--- src/dpl_pkg.sv ---
package dpl_pkg;

    // Loop filter counter geometry
    localparam int              DPL_CNT_W    = 17;
    localparam int              DPL_SEL_W    = 4;
    localparam logic [4:0]      DPL_LEN_BIAS = 5'h02;  // Stages = select code + 2
    localparam logic [3:0]      DPL_SEL_OFF  = 4'h0;   // Code that inhibits the counter
    localparam logic [3:0]      DPL_SEL_MIN  = 4'h1;   // Shortest length, three stages
    localparam logic [16:0]     DPL_MOD8_TOP = 17'h00007;

    // Values after reset
    localparam logic [16:0]     DPL_CNT_RST  = 17'h00000;
    localparam logic            DPL_BIT_RST  = 1'b0;

    // Increment/decrement circuit states
    typedef enum logic [3:0] {
        DPL_ID_IDLE = 4'h1,
        DPL_ID_ADD1 = 4'h2,
        DPL_ID_ADD2 = 4'h4,
        DPL_ID_DEL  = 4'h8
    } dpl_id_state_t;

endpackage

--- src/dpl_core.sv ---
`timescale 1ns/1ns
module dpl_core
    import dpl_pkg::*;
(
    input  wire logic                 mclk,
    input  wire logic                 sys_rst,
    input  wire logic                 count_clk,
    input  wire logic                 edit_clk,
    input  wire logic                 cnt_enable,
    input  wire logic                 cnt_down,
    input  wire logic [DPL_SEL_W-1:0] len_sel,
    input  wire logic                 xor_ref_in,
    input  wire logic                 edge_ref_in,
    input  wire logic                 fb_phase_in,
    output logic                      xor_detect_out,
    output logic                      edge_detect_out,
    output logic                      carry_out,
    output logic                      borrow_out,
    output logic                      edit_out
);

    logic [DPL_CNT_W-1:0] cnt_reg;
    logic [DPL_CNT_W-1:0] cnt_next;
    logic [DPL_CNT_W-1:0] len_mask;
    logic [DPL_CNT_W-1:0] cnt_masked;
    logic                 carry_reg;
    logic                 carry_next;
    logic                 borrow_reg;
    logic                 borrow_next;
    logic                 kclk_reg;
    logic                 kclk_rise;
    logic                 cnt_run;
    logic                 xor_reg;
    logic                 xor_next;
    logic                 edge_reg;
    logic                 edge_next;
    logic                 fb_reg;
    logic                 eref_reg;
    logic                 fb_fall;
    logic                 eref_fall;

    // Active stages of the counter number the length code plus two
    generate
        for (genvar i = 0; i < DPL_CNT_W; i++) begin : g_mask
            assign len_mask[i] = (len_sel != DPL_SEL_OFF)
                && (({1'b0, len_sel} + DPL_LEN_BIAS) > 5'(i));
        end
    endgenerate

    // Count clock edge and run qualifier
    assign kclk_rise  = count_clk & ~kclk_reg;
    assign cnt_run    = kclk_rise && cnt_enable && (len_sel != DPL_SEL_OFF);
    assign cnt_masked = cnt_reg & len_mask;

    // Loop filter counter with wrap pulses
    always_comb begin
        cnt_next    = cnt_reg;
        carry_next  = 1'b0;
        borrow_next = 1'b0;
        if (cnt_run) begin
            if (cnt_down) begin
                if (cnt_masked == DPL_CNT_RST) begin
                    cnt_next    = len_mask;
                    borrow_next = 1'b1;
                end else begin
                    cnt_next = cnt_masked - 17'h00001;
                end
            end else begin
                if (cnt_masked == len_mask) begin
                    cnt_next   = DPL_CNT_RST;
                    carry_next = 1'b1;
                end else begin
                    cnt_next = cnt_masked + 17'h00001;
                end
            end
        end
    end

    // Phase detectors
    assign fb_fall   = fb_reg & ~fb_phase_in;
    assign eref_fall = eref_reg & ~edge_ref_in;

    always_comb begin
        xor_next  = xor_ref_in ^ fb_phase_in;
        edge_next = edge_reg;
        if (fb_fall && !eref_fall) begin
            edge_next = 1'b1;
        end else if (eref_fall && !fb_fall) begin
            edge_next = 1'b0;
        end
    end

    // Registers of counter and detectors
    always_ff @(posedge mclk) begin
        if (sys_rst) begin
            cnt_reg    <= DPL_CNT_RST;
            carry_reg  <= DPL_BIT_RST;
            borrow_reg <= DPL_BIT_RST;
            kclk_reg   <= DPL_BIT_RST;
            xor_reg    <= DPL_BIT_RST;
            edge_reg   <= DPL_BIT_RST;
            fb_reg     <= DPL_BIT_RST;
            eref_reg   <= DPL_BIT_RST;
        end else begin
            cnt_reg    <= cnt_next;
            carry_reg  <= carry_next;
            borrow_reg <= borrow_next;
            kclk_reg   <= count_clk;
            xor_reg    <= xor_next;
            edge_reg   <= edge_next;
            fb_reg     <= fb_phase_in;
            eref_reg   <= edge_ref_in;
        end
    end

    assign xor_detect_out  = xor_reg;
    assign edge_detect_out = edge_reg;
    assign carry_out       = carry_reg;
    assign borrow_out      = borrow_reg;

    // Increment/decrement circuit on the edit clock
    dpl_edit u_edit (
        .mclk      (mclk),
        .sys_rst   (sys_rst),
        .edit_clk  (edit_clk),
        .carry_in  (carry_reg),
        .borrow_in (borrow_reg),
        .edit_out  (edit_out)
    );
endmodule

--- src/dpl_edit.sv ---
`timescale 1ns/1ns
module dpl_edit
    import dpl_pkg::*;
(
    input  wire logic mclk,
    input  wire logic sys_rst,
    input  wire logic edit_clk,
    input  wire logic carry_in,
    input  wire logic borrow_in,
    output logic      edit_out
);

    logic          eclk_reg;
    logic          pend_carry_reg;
    logic          pend_carry_next;
    logic          pend_borrow_reg;
    logic          pend_borrow_next;
    logic          out_reg;
    logic          out_next;
    dpl_id_state_t state_reg;
    dpl_id_state_t state_next;
    logic          erise;
    logic          efall;
    logic          take_carry;
    logic          take_borrow;

    assign erise    = edit_clk & ~eclk_reg;
    assign efall    = ~edit_clk & eclk_reg;
    assign edit_out = out_reg;

    // Halve the edit clock, adding or deleting two toggles on request
    always_comb begin
        state_next  = state_reg;
        out_next    = out_reg;
        take_carry  = 1'b0;
        take_borrow = 1'b0;
        case (state_reg)
            DPL_ID_IDLE: begin
                if (erise) begin
                    if (pend_carry_reg && pend_borrow_reg) begin
                        out_next    = ~out_reg;  // Carry and borrow cancel
                        take_carry  = 1'b1;
                        take_borrow = 1'b1;
                    end else if (pend_carry_reg) begin
                        out_next   = ~out_reg;
                        take_carry = 1'b1;
                        state_next = DPL_ID_ADD1;
                    end else if (pend_borrow_reg) begin
                        take_borrow = 1'b1;
                        state_next  = DPL_ID_DEL;
                    end else begin
                        out_next = ~out_reg;
                    end
                end
            end
            DPL_ID_ADD1: begin
                if (efall) begin
                    out_next   = ~out_reg;
                    state_next = DPL_ID_ADD2;
                end
            end
            DPL_ID_ADD2: begin
                if (erise) begin
                    out_next = ~out_reg;
                end else if (efall) begin
                    out_next   = ~out_reg;
                    state_next = DPL_ID_IDLE;
                end
            end
            DPL_ID_DEL: begin
                if (erise) begin
                    state_next = DPL_ID_IDLE;
                end
            end
            default: begin
                state_next = DPL_ID_IDLE;
            end
        endcase
    end

    // Pending requests; a new pulse wins over the clear
    always_comb begin
        pend_carry_next  = (pend_carry_reg & ~take_carry) | carry_in;
        pend_borrow_next = (pend_borrow_reg & ~take_borrow) | borrow_in;
    end

    // State registers
    always_ff @(posedge mclk) begin
        if (sys_rst) begin
            state_reg       <= DPL_ID_IDLE;
            out_reg         <= DPL_BIT_RST;
            eclk_reg        <= DPL_BIT_RST;
            pend_carry_reg  <= DPL_BIT_RST;
            pend_borrow_reg <= DPL_BIT_RST;
        end else begin
            state_reg       <= state_next;
            out_reg         <= out_next;
            eclk_reg        <= edit_clk;
            pend_carry_reg  <= pend_carry_next;
            pend_borrow_reg <= pend_borrow_next;
        end
    end
endmodule

--- config.mk ---
export PLATFORM = sky130hd
export DESIGN_NAME = dpl_core
export DESIGN_NICKNAME = d
export VERILOG_FILES = /design/src/dpl_pkg.sv /design/src/dpl_core.sv /design/src/dpl_edit.sv
export SDC_FILE = /design/constraint.sdc
export NUM_CORES = 1
export LEC_CHECK = 0
export BUFFER_PORTS_ARGS = -buffer_cell sky130_fd_sc_hd__buf_2
export CORE_ASPECT_RATIO = 2
export CORE_MARGIN = 2
export CORE_UTILIZATION = 56
export DETAILED_ROUTE_END_ITERATION = 16
export PLACE_DENSITY = 0.88
export SLEW_MARGIN = 40
export SYNTH_ARGS = -nofsm -noshare
export SYNTH_HDL_FRONTEND = slang
export SYNTH_SLANG_ARGS = --single-unit
--- constraint.sdc ---
create_clock -name mclk -period 3.53 [get_ports mclk]
set_clock_uncertainty 0.2 [all_clocks]
set_input_delay 0.706 -clock mclk [delete_from_list [all_inputs] [get_ports mclk]]
set_output_delay 0.706 -clock mclk [all_outputs]
set_load 0.05 [all_outputs]
# == Word level (Yosys, flattened, before mapping) ==
# Index checks and enable logic that the tools add are counted.
# classes
n_lt_le_gt_ge,17
n_addsub,3
bitwise_logic,21
mux,32
eq_ne,13
reduce_logical,32
# op_table
cell,count
$mux W17,3
$gt A5 B4 Y1 const B,8
$mux W4,8
$logic_and A1 B1 Y1,22
$gt A5 B3 Y1 const B,4
$mux W1,19
$add A17 B1 Y17 const B,1
$and A17 B17 Y17,1
$eq A17 B17 Y1,1
$logic_not A17 Y1,1
$sub A17 B1 Y17 const B,1
$pmux W4 S4,1
$gt A5 B1 Y1 const B,2
$gt A5 B2 Y1 const B,2
$not A1 Y1,10
$ne A2 B1 Y1 const B,4
$and A1 B1 Y1,7
$reduce_and A7 Y1,1
$reduce_or A3 Y1,2
$add A4 B2 Y5 const B,1
$gt A5 B5 Y1 const B,1
$eq A4 B1 Y1 const B,1
$eq A4 B2 Y1 const B,1
$eq A4 B3 Y1 const B,1
12 further kinds,15
# totals
out_inout_bits,5
register_bits,32
wordCells,131

# == Logic depth before layout (Yosys ltp) ==
# logic_depth
depth_word,8
ltp_mapped,16
ltp_nobuf,13

# == Hierarchy ==
# From an unflattened synthesis, not the netlist that was laid out.
# hier_totals
cells_unflattened,442
area_unflattened_um2,3390.8
# by_module_without_submodules
mod,cells_each,area_per_inst_um2,n_inst,seq_area_each_um2
dpl_core,380,2891.5,1,480.5
dpl_edit,62,499.2,1,160.2

# == Worst setup path after synthesis ==
# OpenSTA, ideal clock, no wires.
# synth_path
kind,in2reg
from,in len_sel[1]
to,reg cnt_reg[14]
setup_time_ps,86
arrival_ps,3594
n_path_buf,3
t_required_ps,3244
setup_slack_ps,-349
cell_stages,16
cell_sequence,buf_2 -> buf_4 -> inv_1 -> ha_1 -> clkbuf_1 -> a211o_1 -> a21o_1 -> nand2_1 -> inv_1 -> ha_1 -> nor3b_1 -> nand4_1 -> nor4_1 -> xnor2_1 -> a21oi_1 -> a211oi_1
# synth_between
elab_chain_len,7
word_cells_on_any_way,45
classes_between,add/sub (3); order compare (17); eq/ne (1); mux (3); bitwise (1); reduce/logical (20)
# synth_rtl
item,line_no,rtl
from (decl),dpl_core.sv:11,"input wire logic [DPL_SEL_W-1:0] len_sel,"
$add A4 B2 Y5,dpl_core.sv:46,"&& (({1'b0, len_sel} + DPL_LEN_BIAS) > 5'(i));"
$gt A5 B1 Y1 (tied with other cells),dpl_core.sv:46,
$logic_and A1 B1 Y1,dpl_core.sv:46,
$and A17 B17 Y17,dpl_core.sv:53,assign cnt_masked = cnt_reg & len_mask;
$add A17 B1 Y17 (tied with other cells),dpl_core.sv:73,cnt_next = cnt_masked + 17'h00001;
"$mux W17, on equally long branches","dpl_core.sv:69, dpl_core.sv:62",
$mux W17,dpl_core.sv:61,if (cnt_down) begin
to (signal assigned),dpl_core.sv:105,cnt_reg <= cnt_next;
to (decl),dpl_core.sv:22,logic [DPL_CNT_W-1:0] cnt_reg;
# Several ways; a longest one is shown, not always the timed one.
# A chain may end at the register's enable or synchronous reset.

# == Worst setup path after layout ==
# layout_path
from,in len_sel[1]
to,reg cnt_reg[7]
# The elaborated chain is that of the path after synthesis.

==> flow_summary.yaml <==
floorplan:
  die_area_sq_um: 6480
  chipWidth_um: 57.9
  initial_core_util_pct: 57.5
  ios: 18
  core_sq_um: 5660
  placementRows: 39
  die_h_um: 112
route:
  drtIter0Drc: 588
  dr_total_vias: 4510
  drc: 0
  ant_nets: 0
  viasPerCell: 7.43
  drt-total-wl_um: 14600
  wire_per_inst_um: 24.1
  drt_pass1_iterations: 6
global_route:
  grt_max_degree: 33
  track_usage_pct: 42.7
  grt_overflow: 0
  grt_pass1_vias: 4289
  antenna_found_initial: 0
  grt_pass1_wl_um: 21300
synth:
  syn_avg_cell_area_sq_um: 7.55
  async_flop_share_pct: 0
  ys_seq_area_share_pct: 19.7
  syn-num-nets: 452
  synth_top_area_share_pct: 19.7
  netlist_top_cells_area: "dfxtp_1, a21oi_1, nor2_1, xnor2_1, nand2_1"
  synthFlopType: "dfxtp_1"
  synth_seq_cells: 32
  netlist_instances: 431
  yosysUniqueCellTypes: 84
  yosys_warnings: 0
  yosys.area.top_type: "dfxtp_1"
  synth_edf_count: 0
  synth_area_sq_um: 3260
layout:
  post-route-util_pct: 80.4
  multi_input_area_sq_um: 2620
  n_fill_cell: 332
  largest_register_ffs: 17
  register_area_sq_um: 641
  syn2layout_area_growth_pct: 39.8
  design_area_sq_um: 4550
  final_cell_count_no_fill: 607
  layout-drive-gt1-share_pct: 35.5
  nNetsFinal: 566
  n_antenna_cell: 0
timing:
  slew_headroom_pct: 56.5
  tightest_slew_ns: 0.653
  final-setup-viol-count: 11
  finalHoldViolations: 0
  setup_ws_ns: -0.252
  finalCritPeriodShare_pct: 107
  max_freq_mhz: 264
  fin_crit_ns: 3.78
  holdWs_ns: 0.267
  finalMaxSlewViolations: 0
hold_path:
  hold_path.class: "reg2reg"
setup_path:
  required_ns: 3.47
  critPathMostFrequentCell: "buf_6"
  worst_setup_path_start_kind: "primary input"
  cp_data_arrival_time_ns: 3.72
  critical-path-max-stage-delay_ns: 0.46
  crit_slowest_cell: "o211ai_1"
  critPathMaxFanout: 9
  critPathKind: "in2reg"
  crit_chain: "buf_6 > buf_6 > inv_4 > ha_4 > nor2b_1 > buf_4 > a21boi_0 > o211ai_1 > and3_1 > nand3_2 > buf_6 > o211ai_1 > a2bb2oi_2 > a211oi_2"
  end_kind: "flip-flop"
  r2r_slack_ns: 0.77
clock_tree:
  path_clk_slew_ns: 0.05
  cts_tree: "yes"
  cts_sinks: 32
  numCtsBuffers: 5
  clock-root-buffer: "clkbuf_16"
  clock_path_buffers: 2
  clk_latency_ns: 0.29
  postCtsHoldBufs: 0
  htreeDepth: 2
outcome:
  outcome: "finished, violations left"
  violations: "setup timing"
power:
  p_per_area_nw_per_um2: 387
  cellLeakagePower_nw: 1.86
  vdd_drop_max_mv: 0.516
place:
  place_congestion: 1.16
  dpl.cell_count: 588
  dp_slack_ns: -0.377
  port_buffers: 17
  dpl.hpwl_um: 9160
  placed_area_sq_um: 4100
flow_run:
  maxCapViolCount: 0
[layout by cell type, fill, tap and decap left out, types with 3 or more instances in the layout]
| master | count |
|---|---|
| nand4_1 | 10 |
| buf_4 | 109 |
| a21o_1 | 6 |
| o211ai_1 | 9 |
| nor4_4 | 3 |
| or3_1 | 5 |
| and3_1 | 7 |
| nand2_1 | 29 |
| nand3_1 | 14 |
| ha_1 | 5 |
| buf_2 | 15 |
| nand2b_1 | 5 |
| buf_6 | 6 |
| a21oi_1 | 35 |
| xor2_1 | 6 |
| inv_1 | 15 |
| or2_2 | 4 |
| nor4_1 | 4 |
| o221ai_1 | 3 |
| o2111ai_1 | 3 |
| a31oi_1 | 11 |
| and2_1 | 4 |
| dfxtp_1 | 32 |
| a311oi_1 | 5 |
| nor3_1 | 11 |
| nor3b_2 | 3 |
| o21ai_1 | 4 |
| nand4b_1 | 3 |
| nor2b_1 | 15 |
| xnor2_1 | 12 |
| o22ai_1 | 3 |
| clkbuf_16 | 5 |
| o21ai_0 | 13 |
| a211oi_1 | 7 |
| nand3b_1 | 3 |
| nor2_1 | 33 |
| a211oi_2 | 4 |
| mux2i_1 | 4 |
[synth_stat cells, drive strengths merged, types with 12 or more instances]
cell type,n
nand2,30
o21ai,18
nand3,15
buf,15
nor2b,15
inv,17
xnor2,13
a21oi,37
dfxtp,32
nor3,13
nor2,35
a211oi,12
[worst paths after layout]
check | endpoint | depth (start not counted) | from
setup / recovery | cnt_reg[7] | 14 | len_sel[1]
setup reg to reg | cnt_reg[9] | 10 | cnt_reg[1]
hold reg to reg | u_edit.pend_borrow_reg | 2 | borrow_out
hold / removal | u_edit.pend_borrow_reg | 2 | borrow_out
[kinds of logic after synthesis]
logic type / after synthesis / synth area share, %
mux: 5 / 1.58
compound gates: 149 / 33.9
flops: 32 / 19.7
xor+xnor: 19 / 5.11
simple gates: 177 / 30.6
buf+inv: 41 / 6.00
fa+ha+maj: 8 / 3.07
[timing repair]
item,CTS,global route
resized for setup,2,46
endpoints found under the setup margin,8,19
pin swaps,1,14
setup buffers,1,10
[power breakdown]
part | switching, mW | total [mW] | internal, mW
clock | 0.181 | 0.512 | 0.332
combinational | 0.470 | 0.820 | 0.350
sequential | 0.0348 | 0.427 | 0.392
[worst max-delay path, delay by kind of cell]
family	cells	cell delay, ns
compound gates	5	1.37
simple gates	3	0.74
buf+inv	5	0.68
fa+ha+maj	1	0.21
[metrics by stage]
| step | TNS, ns | power, mW |
|---|---|---|
| finish | -0.799 | 1.76 |
| global route | -2.08 | 1.82 |
| CTS | 0 | 1.62 |
| detailed placement | -4.71 | 1.11 |
| global placement | -1.93 | 1.08 |
| floorplan | 0 | 0.845 |
[layout make-up]
cell class,count,area share [%]
flip-flops and latches,32,14.1
clock inverters,3,0.935
well taps,61,1.68
repair buffers,131,21.4
inverters,17,1.51
multi-input cells,358,57.6
clock buffers,5,2.75
[routing by layer]
metal | global-route usage [%] | vias up | share of wire [%]
met5 | 0 | - | 0
met4 | 34.4 | 0 | 12
met3 | 14.1 | 193 | 11
met2 | 68.3 | 418 | 47
met1 | 43.6 | 2017 | 31
li1 | - | 1882 | -
(Power assumes the default switching activity.)
